==> src/logic/nbad_pkg.sv <==
package nbad_pkg;
    // register offset in special-function space
    localparam logic [7:0] NBAD_MEMORY_MAP_CONFIG_OFS = 8'hC6;
    // field positions of memory_map_config
    localparam int NBAD_PART_LSB    = 4;
    localparam int NBAD_RANGE_BIT   = 3;
    localparam int NBAD_AUX_BIT     = 2;
    localparam int NBAD_UNLOCK_BIT  = 1;
    // reset values: nonvolatile fields after first power-up, unlock bit on ordinary reset
    localparam logic [3:0] NBAD_PART_RST   = 4'hF;
    localparam logic       NBAD_RANGE_RST  = 1'b1;
    localparam logic       NBAD_AUX_RST    = 1'b0;
    localparam logic       NBAD_UNLOCK_RST = 1'b0;
    // address limits
    localparam logic [15:0] NBAD_RANGE_8K   = 16'h2000;
    localparam logic [15:0] NBAD_RANGE_32K  = 16'h8000;
    localparam logic [15:0] NBAD_PART_LAST  = 16'h8000;
    localparam logic [15:0] NBAD_PART_LOCKD = 16'h7FFF;
    localparam logic [3:0]  NBAD_PART_CODE_MAX = 4'hF;

    typedef enum logic [1:0] {
        NBAD_ROUTE_IDLE = 2'b00,
        NBAD_ROUTE_BW1  = 2'b01,
        NBAD_ROUTE_BW2  = 2'b11,
        NBAD_ROUTE_EXP  = 2'b10
    } nbad_route_t;

    typedef struct packed {
        logic        valid;
        logic        is_data;
        logic        write;
        logic [15:0] addr;
        logic [7:0]  wdata;
    } nbad_access_t;

    typedef struct packed {
        logic [14:0] addr;
        logic [7:0]  wdata;
        logic        drive;
        logic        write_n;
        logic        ce1_n;
        logic        ce2_n;
    } nbad_bw_bus_t;
endpackage

==> src/logic/nbad_decoder.sv <==
`timescale 1ns/1ps
// How it works
// - program and data spaces are separate 64K areas chosen by access type
// - program space is never written; data space accepts reads and writes
// - byte-wide bus has 15 address, 8 data, one strobe, two RAM selects
// - config bit 3 picks RAM size: 0 is 8K, 1 is 32K
// - range bit only written during bootstrap loading
// - primary RAM split at partition: program below, data at and above
// - partition steps are 2K each except the last, which is 4K
// - partition writable during loading and by application software
// - secondary select serves data only, switched by config bit 2
// - byte-wide bus used for the three documented address cases
// - aux-forced data access asserts secondary select, primary stays off
// - aux enable has no effect on program fetches
// - everything else goes to the expanded bus on ports 0 and 2
// - expanded bus is plain multiplexed bus with no protection
// - partition, range and aux fields keep their value across power loss
// - partition codes 0 to 14 map in 2K steps, 15 maps to 8000h
// - partition writable only with unlock set; unlock needs timed access
// - external-access pin low forces expanded bus unless locked
// - lock with partition zero forces effective partition to 7FFFh
module nbad_decoder
    import nbad_pkg::*;
(
    input  wire logic         core_clk,
    input  wire logic         reset_n,
    input  wire logic         por_no_backup,
    input  wire logic         program_load_mode,
    input  wire logic         security_lock_bit,
    input  wire logic         timed_access_open,
    input  wire logic         external_access_pin,
    input  wire logic         sfr_wr,
    input  wire logic [7:0]   sfr_addr,
    input  wire logic [7:0]   sfr_wdata,
    input  wire nbad_access_t acc,
    output logic [7:0]        memory_map_config_rd,
    output nbad_bw_bus_t      bw_bus,
    output logic              exp_bus_sel,
    output logic [15:0]       exp_bus_addr,
    output logic              exp_bus_write,
    output logic [7:0]        exp_bus_wdata
);
    logic [3:0]  partition_field_r;
    logic        range_size_select_r;
    logic        aux_ram_select_enable_r;
    logic        partition_write_unlock_r;
    logic        lock_prev_r;
    logic [2:0]  ext_sync_r;
    logic        ext_low_r;
    logic        cfg_hit;
    logic [15:0] part_addr;
    logic [15:0] eff_part;
    logic [15:0] range_addr;
    nbad_route_t route_nxt;
    nbad_bw_bus_t bw_nxt;

    assign cfg_hit = sfr_wr && (sfr_addr == NBAD_MEMORY_MAP_CONFIG_OFS);

    // partition, range and aux are held in battery-backed flops: only a power-up without backup
    // or, for partition and range, clearing the lock reinitialises them; the unlock bit clears on the ordinary reset
    always_ff @(posedge core_clk) begin
        if (!reset_n) begin
            lock_prev_r <= 1'b0;
        end else begin
            lock_prev_r <= security_lock_bit;
        end
    end

    always_ff @(posedge core_clk) begin
        if (por_no_backup || (lock_prev_r && !security_lock_bit)) begin
            partition_field_r   <= NBAD_PART_RST;
            range_size_select_r <= NBAD_RANGE_RST;
        end else if (cfg_hit) begin
            if (partition_write_unlock_r) begin
                // clearing to zero while locked is illegal and lands on all ones
                if (security_lock_bit && sfr_wdata[NBAD_PART_LSB +: 4] == 4'h0) begin
                    partition_field_r <= NBAD_PART_RST;
                end else begin
                    partition_field_r <= sfr_wdata[NBAD_PART_LSB +: 4];
                end
            end
            if (program_load_mode) begin
                range_size_select_r <= sfr_wdata[NBAD_RANGE_BIT];
            end
        end
    end

    always_ff @(posedge core_clk) begin
        if (por_no_backup) begin
            aux_ram_select_enable_r <= NBAD_AUX_RST;
        end else if (cfg_hit) begin
            aux_ram_select_enable_r <= sfr_wdata[NBAD_AUX_BIT];
        end
    end

    always_ff @(posedge core_clk) begin
        if (!reset_n) begin
            partition_write_unlock_r <= NBAD_UNLOCK_RST;
        end else if (cfg_hit && timed_access_open) begin
            partition_write_unlock_r <= sfr_wdata[NBAD_UNLOCK_BIT];
        end
    end

    // pin from outside: three flops, change accepted once stages two and three agree
    always_ff @(posedge core_clk) begin
        if (!reset_n) begin
            ext_sync_r <= 3'b111;
            ext_low_r  <= 1'b0;
        end else begin
            ext_sync_r <= {ext_sync_r[1:0], external_access_pin};
            if (ext_sync_r[1] == ext_sync_r[2]) begin
                ext_low_r <= ~ext_sync_r[2];
            end
        end
    end

    always_ff @(posedge core_clk) begin
        if (!reset_n) begin
            memory_map_config_rd <= 8'h00;
        end else begin
            memory_map_config_rd <= {partition_field_r, range_size_select_r,
                                     aux_ram_select_enable_r, partition_write_unlock_r, 1'b0};
        end
    end

    always_comb begin
        // code 15 is a 4K jump to 8000h, all others are 2K multiples
        if (partition_field_r == NBAD_PART_CODE_MAX) begin
            part_addr = NBAD_PART_LAST;
        end else begin
            part_addr = {1'b0, partition_field_r, 11'h000};
        end
        if (security_lock_bit && partition_field_r == 4'h0) begin
            eff_part = NBAD_PART_LOCKD;
        end else begin
            eff_part = part_addr;
        end
        range_addr = range_size_select_r ? NBAD_RANGE_32K : NBAD_RANGE_8K;
    end

    // decode is combinational on the current access; the flops below only register outputs
    always_comb begin
        route_nxt = NBAD_ROUTE_IDLE;
        if (acc.valid) begin
            route_nxt = NBAD_ROUTE_EXP;
            if (ext_low_r && !security_lock_bit) begin
                route_nxt = NBAD_ROUTE_EXP;
            end else if (!acc.is_data) begin
                // a fetch also clears range limit; aux bit not consulted
                if (acc.addr < eff_part && acc.addr < range_addr) begin
                    route_nxt = NBAD_ROUTE_BW1;
                end
            end else if (aux_ram_select_enable_r && acc.addr < range_addr) begin
                route_nxt = NBAD_ROUTE_BW2;
            end else if (acc.addr >= eff_part && acc.addr < range_addr) begin
                route_nxt = NBAD_ROUTE_BW1;
            end
        end
        bw_nxt.addr    = acc.addr[14:0];
        bw_nxt.wdata   = acc.wdata;
        bw_nxt.write_n = ~(acc.write && acc.is_data && route_nxt != NBAD_ROUTE_IDLE
                           && route_nxt != NBAD_ROUTE_EXP);
        bw_nxt.drive   = ~bw_nxt.write_n;
        bw_nxt.ce1_n   = (route_nxt != NBAD_ROUTE_BW1);
        bw_nxt.ce2_n   = (route_nxt != NBAD_ROUTE_BW2);
    end

    always_ff @(posedge core_clk) begin
        if (!reset_n) begin
            bw_bus        <= '{addr: 15'h0000, wdata: 8'h00, drive: 1'b0,
                               write_n: 1'b1, ce1_n: 1'b1, ce2_n: 1'b1};
            exp_bus_sel   <= 1'b0;
            exp_bus_addr  <= 16'h0000;
            exp_bus_write <= 1'b0;
            exp_bus_wdata <= 8'h00;
        end else begin
            bw_bus        <= bw_nxt;
            exp_bus_sel   <= (route_nxt == NBAD_ROUTE_EXP);
            exp_bus_addr  <= acc.addr;
            exp_bus_write <= (route_nxt == NBAD_ROUTE_EXP) && acc.write && acc.is_data;
            exp_bus_wdata <= acc.wdata;
        end
    end

    AST_NO_PROG_WRITE: assert property (@(posedge core_clk) disable iff (!reset_n)
        (acc.valid && !acc.is_data) |=> (bw_bus.write_n && !exp_bus_write))
        else $error("program access produced a write");
    AST_CE_EXCLUSIVE: assert property (@(posedge core_clk) disable iff (!reset_n)
        !(!bw_bus.ce1_n && !bw_bus.ce2_n))
        else $error("both ram selects active");
    AST_AUX_DATA: assert property (@(posedge core_clk) disable iff (!reset_n)
        (acc.valid && !acc.is_data) |=> bw_bus.ce2_n)
        else $error("secondary select on program fetch");
    AST_EXT_FORCE: assert property (@(posedge core_clk) disable iff (!reset_n)
        (acc.valid && ext_low_r && !security_lock_bit) |=> (exp_bus_sel && bw_bus.ce1_n && bw_bus.ce2_n))
        else $error("external pin low did not force expanded bus");
    AST_ROUTE_ONE: assert property (@(posedge core_clk) disable iff (!reset_n)
        acc.valid |=> (exp_bus_sel ^ (!bw_bus.ce1_n || !bw_bus.ce2_n)))
        else $error("access not routed to exactly one bus");
    AST_RANGE_HOLD: assert property (@(posedge core_clk) disable iff (!reset_n)
        (!program_load_mode && !por_no_backup && !(lock_prev_r && !security_lock_bit))
        |=> $stable(range_size_select_r))
        else $error("range changed outside loading");
    AST_PART_LOCKED: assert property (@(posedge core_clk) disable iff (!reset_n)
        (!partition_write_unlock_r && !por_no_backup && !(lock_prev_r && !security_lock_bit))
        |=> $stable(partition_field_r))
        else $error("partition changed while not unlocked");
    AST_LOCK_PART: assert property (@(posedge core_clk) disable iff (!reset_n)
        (acc.valid && !acc.is_data && security_lock_bit && partition_field_r == 4'h0
         && acc.addr < range_addr) |=> !bw_bus.ce1_n)
        else $error("locked zero partition not forced to program");
    AST_PROG_BELOW: assert property (@(posedge core_clk) disable iff (!reset_n)
        (acc.valid && !acc.is_data && !ext_low_r && acc.addr < part_addr && acc.addr < range_addr)
        |=> !bw_bus.ce1_n)
        else $error("program fetch below partition not on byte-wide bus");
    // nothing past the range may reach the ram, whatever partition or aux setting says
    AST_RANGE_LIMIT: assert property (@(posedge core_clk) disable iff (!reset_n)
        (acc.valid && acc.addr >= range_addr) |=> (bw_bus.ce1_n && bw_bus.ce2_n))
        else $error("access beyond range reached byte-wide bus");
    AST_IDLE_QUIET: assert property (@(posedge core_clk) disable iff (!reset_n)
        !acc.valid |=> (bw_bus.ce1_n && bw_bus.ce2_n && !exp_bus_sel))
        else $error("bus selected without an access");
endmodule

==> config.mk <==
export PLATFORM = sky130hd
export DESIGN_NAME = nbad_decoder
export DESIGN_NICKNAME = d
export VERILOG_FILES = /design/src/logic/nbad_pkg.sv /design/src/logic/nbad_decoder.sv
export SDC_FILE = /design/constraint.sdc
export NUM_CORES = 1
export LEC_CHECK = 0
export ABC_AREA = 1
export BUFFER_PORTS_ARGS = -buffer_cell sky130_fd_sc_hd__buf_2
export CAP_MARGIN = 20
export CORE_ASPECT_RATIO = 2
export CORE_UTILIZATION = 32
export CTS_CLUSTER_DIAMETER = 50
export CTS_CLUSTER_SIZE = 14
export DETAILED_ROUTE_END_ITERATION = 8
export GPL_ROUTABILITY_DRIVEN = 0
export HOLD_SLACK_MARGIN = 0.15
export RECOVER_POWER = 25
export SYNTH_ARGS = -nofsm -noshare
export SYNTH_HDL_FRONTEND = slang
export SYNTH_SLANG_ARGS = --single-unit
==> constraint.sdc <==
create_clock -name core_clk -period 3.19 [get_ports core_clk]
set_input_delay 0.638 -clock core_clk [delete_from_list [all_inputs] [get_ports core_clk]]
set_output_delay 0.638 -clock core_clk [all_outputs]
set_load 0.05 [all_outputs]
==> out/results.tsv, run 1 <==
stage	metric	value	unit
synthesis	FF+latch count, synth	49	
layout	Final nets	443	
die	Initial Util	32.7	%
worst_setup_path	r2r startpoint	partition_field_r[0]	
die	Die Y	121	um
worst_setup_path	CP Cell Sequence	buf_2 > nand4_1 > buf_4 > ha_1 > nand2_1 > inv_1 > nand2_1 > nand2_1 > nand2_1 > nand2_1 > nand2_2 > nand3_2 > nand2_2 > nand3_2 > nor2_2 > nand2_1 > or2_1	
die	num ports	112	
route	Final ANT Viol Nets	0	
layout	layout cells sized above 1	34.7	%
global_routing	pin count of the biggest net entering global routing	38	
global_routing	Total GRT Usage	13.7	%
clock_network	setup bufs post-CTS	0	
power	combinational power share	19.5	%
global_routing	initial antenna violation count	0	
clock_network	CTS hold repair buffers	0	
power	clock share of power	35.6	%
placement	Post-Place Cells	458	
power	Switching Fraction	28.9	%
synthesis	Syn Nets	353	
worst_setup_path	Crit Path Class	primary input to flop	
power	Pint	1.02	mW
die	die area	7410	um^2
sta	final hold vios	0	
synthesis	synth unique cells	30	
clock_network	Clock Tree Root	clkbuf_16	
power	Net Sw Power	414	uW
route	Routed WL	4500	um
placement	# port buffers	109	
worst_hold_path	min-delay worst type	flop to flop	
power	Max rail drop VDD	0.261	mV
power	Leakage	1.74	nW
worst_hold_path	Min-Delay Startpoint	ext_sync_r[0]	
synthesis	post-synthesis sequential area ratio	43.5	%
route	DRC viols	0	
run_status	failing checks	max-capacitance violations, max-slew violations	
sta	Setup Viol. Count Final	0	
sta	setup TNS	0	ns
clock_network	CTS sink cnt	49	
worst_setup_path	CP Data Required Time	3.36	ns
power	pwr dens	499	nW/um^2
route	DR vias	1922	
clock_network	Worst-path clk slew	0.06	ns
synthesis	largest cells by area after synthesis	dfxtp_1 44%, nand2_1 10%, inv_1 10%	
worst_hold_path	Worst Hold End	ext_sync_r[1]	
sta	Slew HR	-4.94	%
clock_network	number of H-tree levels	2	
global_routing	vias in the first global route	1783	
worst_setup_path	Arr. time, crit path	2.65	ns
worst_setup_path	CP endpoint kind	flop	
layout	n_diodes	0	
worst_setup_path	critical path's slowest cell	ha_1	
synthesis	Post-Synthesis Cell Area	2250	um^2
worst_setup_path	Crit path largest cell delay	0.30	ns
route	Initial DRT Pass Iterations	4	
worst_setup_path	Critical Path Most Common Cell	nand2_1	
sta	max-slew violation count	38	
placement	DP HPWL	3650	um
worst_setup_path	worst flop-to-flop path endpoint	bw_bus[1]	
worst_setup_path	CP startpoint kind	primary input	
route	DR WL/cell	9.68	um
global_routing	first-pass GRT wire length	7510	um
worst_setup_path	critical path fanouts, max	11	
clock_network	Num CTS Buffers	5	
synthesis	top-area cell type share of the netlist area	43.5	%
clock_network	clk_lat worst skew	0.28	ns
sta	worst slew pin tran	1.57	ns
synthesis	area leader, netlist	dfxtp_1	
placement	DP Worst Slack	0.462	ns
sta	clock skew	0.00381	ns
layout	Post-Layout Cell Count	465	
route	drt via density	4.13	
route	initial DRC count	59	
worst_setup_path	Reg2Reg Depth	15	
synthesis	Synth warnings	0	
worst_hold_path	hold depth	1	
power	Pwr Total	1.43	mW
power	sequential power share	44.9	%
synthesis	Cells after Synth	285	
sta	fin crit share	77.6	%
die	chip width	61.4	um
sta	min Tclk post-route	2.48	ns
run_status	run status	finished with violations	
global_routing	Overflow after GRT	0	
layout	P&R area growth vs syn	27.4	%
run	Max Cap Viol	1	
sta	fmax	404	MHz
worst_setup_path	r2r setup slk	0.72	ns
die	Core ar.	6890	um^2
clock_network	clock tree buffer depth	2	
sta	RSZ-0062 raised after global routing	no	
synthesis	Mean Syn Cell Area	7.91	um^2
sta	slack of the critical path	0.715	ns
clock_network	CTS tree	built	
clock_network	CTS resizes	0	
die	FP Rows	43	
## per-layer routing
metal / up-vias / track usage (%) / share of wire [%]
li1: 1022 / - / -
met1: 833 / 12.8 / 34
met2: 62 / 25.8 / 58
met3: 5 / 2.67 / 5.1
met4: 0 / 7.08 / 2.6
met5: - / 0 / 0
## cell type report
| type | instances | area [um^2] |
|---|---|---|
| fillers | 745 | 4010 |
| repair buffers | 111 | 559 |
| multi-input cells | 148 | 852 |
| well taps | 90 | 113 |
| clock buffers | 7 | 143 |
| flip-flops and latches | 49 | 981 |
| inverters | 60 | 225 |
## synth_stat cells (all sizes together)
| library cell | count |
|---|---|
| a21o | 1 |
| a21oi | 16 |
| or2 | 3 |
| buf | 28 |
| conb | 1 |
| dfxtp | 49 |
| nor4 | 2 |
| nand4 | 3 |
| o32ai | 1 |
| ha | 17 |
| inv | 60 |
| nor3b | 1 |
| nand2 | 64 |
| nor2 | 17 |
| nand3 | 12 |
| o211ai | 4 |
| nor3 | 3 |
| nand3b | 1 |
| o21ai | 2 |
## worst max-delay path: cells and delay by family
| kind | cells | cell delay [ns] |
|---|---|---|
| adders and majority gates | 1 | 0.30 |
| buffers and inverters | 3 | 0.42 |
| and+or+nand+nor | 13 | 1.30 |
## sequential cells by signal, summed over array words and instances, names as in the netlist
signal,cells
exp_bus_addr,2
exp_bus_write,1
memory_map_config_rd,7
lock_prev_r,1
exp_bus_wdata,8
exp_bus_sel,1
ext_sync_r,3
partition_write_unlock_r,1
ext_low_r,1
bw_bus,18
partition_field_r,4
range_size_select_r,1
aux_ram_select_enable_r,1
## layout by cell type (no fill, tap or decap)
cell type	count
nand2_1	62
nand2_2	2
inv_1	60
nor4_1	2
nand4_2	1
dfxtp_1	49
buf_4	2
clkbuf_16	5
o32ai_1	1
nand3b_1	1
o211ai_1	4
or2_1	1
clkbuf_1	2
nor3_1	3
a21oi_1	13
ha_1	17
or2_2	2
nand3_1	10
a21o_1	1
nand3_2	2
o21ai_1	1
nor3b_1	1
o21ai_0	1
conb_1	1
a21oi_2	2
nand4_1	2
nor2_4	1
nor2_1	13
buf_2	108
a21oi_4	1
clkbuf_8	1
nor2_2	3
## worst max-delay path by stage
stage / depth (start not counted) / to / slack (ns) / startpoint
2_1_floorplan: 13 / bw_bus[1] / 0.49 / security_lock_bit
3_3_place_gp: 15 / bw_bus[1] / 0.46 / security_lock_bit
3_5_place_dp: 15 / bw_bus[1] / 0.46 / security_lock_bit
4_1_cts: 15 / bw_bus[1] / 0.75 / security_lock_bit
5_1_grt: 15 / bw_bus[1] / 0.40 / partition_field_r[3]
6_report: 17 / bw_bus[1] / 0.71 / security_lock_bit
## power groups by stage
stage	registers (mW)	clock network [mW]	logic (mW)
2_1_floorplan	0.736	0	0.142
3_3_place_gp	0.657	0	0.279
3_5_place_dp	0.658	0	0.282
4_1_cts	0.644	0.531	0.282
5_1_grt	0.647	0.556	0.304
6_report	0.644	0.509	0.279
## per-stage QoR
stage	area (um^2)	utilization, %	hold slack (ns)
floorplan	2250	-	0.393
global placement	2730	39.7	0.402
detailed placement	2730	39.7	0.404
CTS	2870	41.7	0.420
global route	2870	41.7	0.421
finish	2870	41.7	0.418
## cell families after synthesis
logic type	after synthesis	synth area share (%)
other cells	1	0.166
compound gates	24	6.88
simple gates	106	21.3
fa+ha+maj	17	9.43
flops	49	43.5
buf+inv	88	18.7
(Power assumes the default switching activity.)
==> inputs of run 2 (changes only) <==
--- a/config.mk
+++ b/config.mk
@@ -5,7 +5,7 @@
 export SDC_FILE = /design/constraint.sdc
 export NUM_CORES = 1
 export LEC_CHECK = 0
-export ABC_AREA = 1
+export ABC_AREA = 0
 export BUFFER_PORTS_ARGS = -buffer_cell sky130_fd_sc_hd__buf_2
 export CAP_MARGIN = 20
 export CORE_ASPECT_RATIO = 2
==> constraint.sdc (replaced) <==
create_clock -name core_clk -period 2.35 [get_ports core_clk]
set_input_delay 0.47 -clock core_clk [delete_from_list [all_inputs] [get_ports core_clk]]
set_output_delay 0.47 -clock core_clk [all_outputs]
set_load 0.05 [all_outputs]
==> run 2 against run 1 <==
The run ends with negative setup slack left. Area after synthesis fell by 4.7%. Critical path depth shrank 8. Flip-flop and latch count unchanged. Clock power grew 62%. Sequential share of layout area decreased by 0.74 points. Combinational power is 35% higher. Total power is 45% higher. Clock-buffer cell count is 1 lower. Sequential power up 36%. Critical path type is now flop to flop. Critical endpoint is now exp_bus_sel. Largest cell class is now multi-input combinational cells.
==> out/results.tsv, run 2 <==
stage	metric	value	unit	change
route	Initial DRT Pass Iterations	4		unchanged
run_status	run status	finished with violations		unchanged
route	DR vias	1811		was 1,922
synthesis	synth unique cells	39		was 30
run_status	failing checks	negative setup slack		was max-capacitance violations, max-slew violations
placement	DP Worst Slack	-0.531	ns	was 0.462 ns
route	Routed WL	4570	um	was 4500 um
synthesis	Synth warnings	0		unchanged
worst_setup_path	Crit Path Class	flop to flop		was primary input to flop
worst_setup_path	Arr. time, crit path	3.07	ns	was 2.65 ns
worst_setup_path	Reg2Reg Depth	9		was 15
clock_network	clk_lat worst skew	0.29	ns	was 0.28 ns
placement	Placement Cell Area	2730	um^2	unchanged
sta	min Tclk post-route	2.87	ns	
clock_network	Worst-path clk slew	0.06	ns	about the same
global_routing	vias in the first global route	1652		was 1,783
power	combinational power share	18.2	%	was 19.5%
route	drt via density	4.48		was 4.13
synthesis	Cells after Synth	217		was 285
die	num ports	112		unchanged
power	Switching Fraction	27.4	%	was 28.9%
die	Die Y	118	um	was 121 um
worst_hold_path	min-delay worst type	primary input to flop		was flop to flop
worst_setup_path	CP Cell Sequence	or4_4 > nor2_4 > o21ai_1 > ha_1 > nand4_1 > nor2_2 > a211o_1 > o41a_1 > a221oi_2		was buf_2 > nand4_1 > buf_4 > ha_1 > nand2_1 > inv_1 > nand2_1 > nand2_1 > nand2_1 > nand2_1 > nand2_2 > nand3_2 > nand2_2 > nand3_2 > nor2_2 > nand2_1 > or2_1
worst_setup_path	critical path fanouts, max	6		was 11
worst_setup_path	Crit path largest cell delay	0.54	ns	was 0.30 ns
power	clock share of power	39.7	%	was 35.6%
synthesis	top-area cell type share of the netlist area	45.7	%	was 43.5%
global_routing	pin count of the biggest net entering global routing	22		was 38
layout	layout cells sized above 1	44.0	%	was 34.7%
clock_network	Clock Tree Root	clkbuf_16		unchanged
placement	DP HPWL	3770	um	was 3650 um
synthesis	top cells by count, synth	49 x dfxtp_1, 34 x and2_1, 24 x buf_4		was 62 x nand2_1, 60 x inv_1, 49 x dfxtp_1
layout	n_diodes	0		unchanged
die	die area	7060	um^2	was 7410 um^2
layout	most common cell after layout, fill and taps aside	buf_2		unchanged
clock_network	Num CTS Buffers	5		unchanged
power	Net Sw Power	568	uW	was 414 uW
worst_setup_path	r2r startpoint	partition_field_r[2]		was partition_field_r[0]
synthesis	Syn Nets	285		was 353
sta	slack of the critical path	-0.516	ns	was 0.715 ns
layout	Final nets	385		was 443
worst_setup_path	CP Launch Point	partition_field_r[2]		was security_lock_bit
clock_network	clock tree buffer depth	2		unchanged
synthesis	FF+latch count, synth	49		unchanged
synthesis	most common flop cell mapped by yosys	dfxtp_1		unchanged
worst_setup_path	r2r setup slk	-0.52	ns	was 0.72 ns
sta	RSZ-0062 raised after global routing	yes		was no
layout	P&R area growth vs syn	36.7	%	was 27.4%
layout	max FFs per register	18		unchanged
sta	max-slew violation count	0		was 38
placement	# port buffers	109		unchanged
synthesis	largest cells by area after synthesis	dfxtp_1 46%, and2_1 9.9%, ha_1 9.9%		was dfxtp_1 44%, nand2_1 10%, inv_1 10%
route	initial DRC count	18		was 59
synthesis	number of flops mapped to enable cells by yosys	0		unchanged
clock_network	number of H-tree levels	2		unchanged
sta	fin crit share	122	%	
global_routing	first-pass GRT wire length	7330	um	was 7510 um
synthesis	post-synthesis sequential area ratio	45.7	%	was 43.5%
power	Leakage	1.45	nW	was 1.74 nW
worst_setup_path	Worst Setup EP	exp_bus_sel		was bw_bus[1]
route	DR WL/cell	11.3	um	was 9.68 um
global_routing	Overflow after GRT	0		unchanged
clock_network	CTS tree	built		unchanged
power	Pint	1.50	mW	was 1.02 mW
synthesis	Mean Syn Cell Area	9.90	um^2	was 7.91 um^2
die	Core ar.	6410	um^2	was 6890 um^2
worst_setup_path	CP endpoint kind	flop		unchanged
die	chip width	59.9	um	was 61.4 um
sta	final hold vios	0		unchanged
power	Max rail drop VDD	0.345	mV	was 0.261 mV
worst_setup_path	CP Data Required Time	2.56	ns	was 3.36 ns
clock_network	CTS sink cnt	49		unchanged
global_routing	Total GRT Usage	14.1	%	was 13.7%
layout	final instance area	2940	um^2	was 2870 um^2
power	pwr dens	706	nW/um^2	was 499 nW/um^2
die	FP Rows	41		was 43
sta	Slew HR	53.9	%	was -4.94%
worst_setup_path	critical path's slowest cell	or4_4		was ha_1
worst_setup_path	CP startpoint kind	flop		was primary input
worst_setup_path	worst flop-to-flop path endpoint	exp_bus_sel		was bw_bus[1]
synthesis	Post-Synthesis Cell Area	2150	um^2	was 2250 um^2
sta	clock skew	0.00281	ns	was 0.00381 ns
layout	most frequent cells in the layout	108 x buf_2, 49 x dfxtp_1, 25 x and2_1		was 108 x buf_2, 62 x nand2_1, 60 x inv_1
run	Max Cap Viol	0		was 1
global_routing	initial antenna violation count	0		unchanged
sta	fmax	349	MHz	
power	sequential power share	42.1	%	was 44.9%
sta	Setup Viol. Count Final	6		was 0
layout	largest registers	bw_bus: 18 flops, exp_bus_wdata: 8 flops, memory_map_config_rd: 7 flops		unchanged
sta	worst slew pin tran	0.692	ns	was 1.57 ns
layout	most flop-heavy register	bw_bus		unchanged
route	Final ANT Viol Nets	0		unchanged
die	Initial Util	33.5	%	was 32.7%
route	DRC viols	0		unchanged
synthesis	async set or reset register ratio after synthesis	0	%	unchanged
synthesis	area leader, netlist	dfxtp_1		unchanged
synthesis	most frequent cell after synthesis	dfxtp_1		was nand2_1
[run 2: cell types whose count changed after synthesis, moves of 7 or more]
cell	delta
and2_1	+34
inv_1	-54
nand2_1	-54
nand3_1	-9
nor2_1	-7
o21ai_0	+8
[run 2: logic make-up (layout without fill, tap and decap cells)]
kind of cell | count (synthesis) | count (layout) | synth area share (%)
muxes | 3 | 3 | 1.40
adders and majority gates | 17 | 17 | 9.90
buffers and inverters | 35 | 136 | 10.3
AOI/OAI and AO/OA | 38 | 38 | 12.2
and+or+nand+nor | 74 | 74 | 20.3
DFF | 49 | 49 | 45.7
other | 1 | 1 | 0.175
[run 2: cell type report]
class / instances / area, um^2
timing repair buffer: 122 / 638
clock inverter: 2 / 37.5
multi-input combinational: 133 / 1010
clock buffer: 6 / 139
fill: 642 / 3480
tap: 86 / 108
sequential: 49 / 981
inverter: 6 / 25.0
[run 2: routing by layer]
metal	share of wire (%)	track usage, %	up-vias	wire (um)
li1	-	-	930	-
met1	33	12.3	805	1500
met2	59	26.3	67	2680
met3	4.7	3.30	9	217
met4	3.7	9.30	0	170
met5	0	0	-	0
[run 2: critical path: cells and delay by family, from the launching register on]
| family | cells | cell delay (ns) |
|---|---|---|
| fa+ha+maj | 1 | 0.30 |
| simple gates | 4 | 1.08 |
| flops | 1 | 0.31 |
| compound gates | 4 | 1.11 |
[run 2: what timing repair did]
item / in CTS / in global routing
pin swaps: 6 / 3
endpoints found under the hold margin: 0 / 0
gates resized for setup: 1 / 3
setup buffers: 1 / 1
setup endpoints to repair: 6 / 6
hold buffers: 0 / 0
[run 2: stage by stage]
stage / setup TNS [ns] / power, mW / hold slack (ns) / util, % / std cells
final: -2.86 / 2.07 / 0.354 / 45.8 / 404
after global routing: -3.74 / 2.16 / 0.353 / 45.8 / 404
after CTS: -2.63 / 2.10 / 0.350 / 45.5 / 403
after detailed placement: -2.60 / 1.27 / 0.392 / 42.6 / 394
after global placement: -2.46 / 1.27 / 0.391 / 42.6 / 394
after floorplan: -1.53 / 1.18 / 0.386 / - / 217
[run 2: worst min path at each step]
stage                        startpoint                       to  slack (ns)  cells past startpoint
after floorplan           ext_sync_r[0]            ext_sync_r[1]        0.39                      1
after global placement    ext_sync_r[0]            ext_sync_r[1]        0.39                      1
after detailed placement  ext_sync_r[0]            ext_sync_r[1]        0.39                      1
after CTS                 por_no_backup  aux_ram_select_enable_r        0.35                      2
after global routing      por_no_backup  aux_ram_select_enable_r        0.35                      2
final                     por_no_backup  aux_ram_select_enable_r        0.35                      2
[run 2: power by group through the flow]
stage               clock [mW]  sequential [mW]  combinational, mW
finish                   0.824            0.873              0.376
global route             0.883            0.877              0.405
CTS                      0.846            0.873              0.380
detailed placement           0            0.892              0.377
global placement             0            0.891              0.375
floorplan                    0            0.998              0.183
==> inputs of run 3 (changes only) <==
--- a/config.mk
+++ b/config.mk
@@ -16,6 +16,8 @@
 export GPL_ROUTABILITY_DRIVEN = 0
 export HOLD_SLACK_MARGIN = 0.15
 export RECOVER_POWER = 25
+export REMOVE_ABC_BUFFERS = 1
+export SKIP_LAST_GASP = 1
 export SYNTH_ARGS = -nofsm -noshare
 export SYNTH_HDL_FRONTEND = slang
 export SYNTH_SLANG_ARGS = --single-unit
==> run 3 against run 2 <==
The run still ends with negative setup slack left. Clock-buffer cell count unchanged. Setup slack lost 0.022 ns. Die area stayed put. Utilization down 0.078 points. Sequential power hardly changed. Worst hold slack better by 0.013 ns. Cell area decreased by 0.17%. Largest cell class unchanged. Largest power group unchanged.
==> out/results.tsv, run 3 (synthesized netlist as in run 2, its figures left out) <==
stage	metric	value	unit	change
layout	n_diodes	0		unchanged
placement	DP Worst Slack	-0.648	ns	was -0.531 ns
layout	most frequent cells in the layout	108 x buf_2, 48 x dfxtp_1, 28 x and2_1		was 108 x buf_2, 49 x dfxtp_1, 25 x and2_1
power	sequential power share	45.1	%	was 42.1%
global_routing	GR Util met2	29.5	%	was 26.3%
run	Max Cap Viol	0		unchanged
clock_network	CTS tree	built		unchanged
route	Final ANT Viol Nets	0		unchanged
clock_network	Clock Tree Root	clkbuf_16		unchanged
placement	# port buffers	109		unchanged
power	Net Sw Power	571	uW	was 568 uW
global_routing	Total GRT Usage	14.4	%	was 14.1%
route	DR WL/cell	12.1	um	was 11.3 um
die	Die Y	118	um	unchanged
sta	RSZ-0062 raised after global routing	yes		unchanged
die	chip width	59.9	um	unchanged
power	Max rail drop VDD	0.262	mV	was 0.345 mV
die	num ports	112		unchanged
clock_network	CTS hold repair buffers	0		unchanged
global_routing	pin count of the biggest net entering global routing	21		was 22
layout	layout cells sized above 1	44.7	%	was 44.0%
route	Initial DRT Pass Iterations	4		unchanged
route	DR vias	1873		was 1,811
power	Pint	1.37	mW	was 1.50 mW
sta	Setup Viol. Count Final	6		unchanged
sta	min Tclk post-route	2.89	ns	was 2.87 ns
worst_setup_path	Crit Path Class	flop to flop		unchanged
clock_network	Worst-path clk slew	0.06	ns	about the same
route	initial DRC count	39		was 18
die	Core ar.	6410	um^2	unchanged
clock_network	Num CTS Buffers	5		unchanged
die	FP Rows	41		unchanged
power	Leakage	1.46	nW	was 1.45 nW
die	Initial Util	33.5	%	unchanged
route	Routed WL	4940	um	was 4570 um
power	Switching Fraction	29.5	%	was 27.4%
worst_hold_path	min-delay worst type	primary input to flop		unchanged
sta	final hold vios	0		unchanged
global_routing	routing usage on met3	2.97	%	was 3.30%
layout	most common cell after layout, fill and taps aside	buf_2		unchanged
worst_setup_path	CP endpoint kind	flop		unchanged
global_routing	initial antenna violation count	0		unchanged
worst_setup_path	critical path fanouts, max	6		unchanged
layout	max FFs per register	18		unchanged
clock_network	clk_lat worst skew	0.29	ns	about the same
run_status	run status	finished with violations		unchanged
sta	worst slew pin tran	0.786	ns	was 0.692 ns
sta	slack of the critical path	-0.539	ns	was -0.516 ns
worst_setup_path	CP startpoint kind	flop		unchanged
power	pwr dens	660	nW/um^2	was 706 nW/um^2
global_routing	Overflow after GRT	0		unchanged
power	Pwr Total	1.94	mW	was 2.07 mW
layout	P&R area growth vs syn	36.5	%	was 36.7%
clock_network	clock tree buffer depth	2		unchanged
power	clock share of power	35.3	%	was 39.7%
sta	fmax	346	MHz	was 349 MHz
layout	Final nets	389		was 385
placement	DP HPWL	3900	um	was 3770 um
sta	fin crit share	123	%	was 122%
clock_network	number of H-tree levels	2		unchanged
sta	clock skew	0.00222	ns	was 0.00281 ns
layout	most flop-heavy register	bw_bus		unchanged
sta	Slew HR	47.6	%	was 53.9%
clock_network	CTS sink cnt	49		unchanged
run_status	failing checks	negative setup slack		unchanged
global_routing	first-pass GRT wire length	7450	um	was 7330 um
route	drt via density	4.59		was 4.48
die	die area	7060	um^2	unchanged
worst_hold_path	hold depth	2		unchanged
global_routing	vias in the first global route	1741		was 1,652
sta	max-slew violation count	0		unchanged
layout	largest registers	bw_bus: 18 flops, exp_bus_wdata: 8 flops, memory_map_config_rd: 7 flops		unchanged
route	DRC viols	0		unchanged
worst_setup_path	Arr. time, crit path	3.09	ns	was 3.07 ns
global_routing	Most Crowded Layer GR	met2		unchanged
global_routing	met1 Track Usage GR	10.4	%	was 12.3%
worst_setup_path	CP Data Required Time	2.55	ns	was 2.56 ns
power	combinational power share	19.5	%	was 18.2%
worst_setup_path	Reg2Reg Depth	11		was 9
layout	Fillers	648		was 642
run 3: repair_timing:
action	4_1_cts	5_1_grt
endpoints found under the hold margin	0	0
setup buffers	4	0
gates resized for setup	12	5
pin swaps	6	5
setup endpoints to repair	6	6
run 3: final timing paths:
path | to | from | slack [ns]
max | exp_bus_sel | partition_field_r[3] | -0.54
min | ext_sync_r[0] | external_access_pin | 0.37
max reg2reg | exp_bus_sel | partition_field_r[3] | -0.54
min reg2reg | ext_sync_r[1] | ext_sync_r[0] | 0.41
run 3: power by group through the flow:
stage	combinational, mW	sequential (mW)	clock [mW]
after floorplan	0.0700	1.07	0
after global placement	0.372	0.892	0
after detailed placement	0.375	0.893	0
after CTS	0.381	0.874	0.711
after global routing	0.404	0.878	0.747
final	0.378	0.874	0.684
run 3: layout make-up:
type	count	area (um^2)	area share, %
timing repair buffer	126	672	22.9
clock buffer	6	129	4.40
inverter	6	25.0	0.854
multi-input combinational	133	1010	34.3
clock inverter	2	10.0	0.341
tap	86	108	3.67
sequential	49	982	33.5
run 3: worst max-delay path, cell delays in order, from the launching register on:
cell,delay [ns]
dfxtp_2,0.33
or4_4,0.54
nor2_4,0.11
buf_6,0.12
o21ai_2,0.05
ha_1,0.30
nand4_1,0.13
buf_4,0.14
nor4_4,0.04
a211o_1,0.25
o41a_1,0.51
a221oi_2,0.29
run 3: layer usage:
layer  vias up  wire [um]
li1        937          -
met1       857       1480
met2        69       3030
met3        10        254
met4         0        162
met5         -          0
run 3: per-stage QoR:
| step | setup TNS, ns | util, % | std cells | cell area [um^2] | hold WS [ns] |
|---|---|---|---|---|---|
| final | -2.83 | 45.7 | 408 | 2930 | 0.367 |
| after detailed placement | -3.49 | 42.2 | 397 | 2710 | 0.397 |
| after floorplan | -2.53 | - | 188 | 1950 | 0.386 |
| after CTS | -2.92 | 45.4 | 408 | 2910 | 0.367 |
| after global routing | -3.67 | 45.7 | 408 | 2930 | 0.370 |
| after global placement | -3.11 | 42.2 | 397 | 2710 | 0.395 |
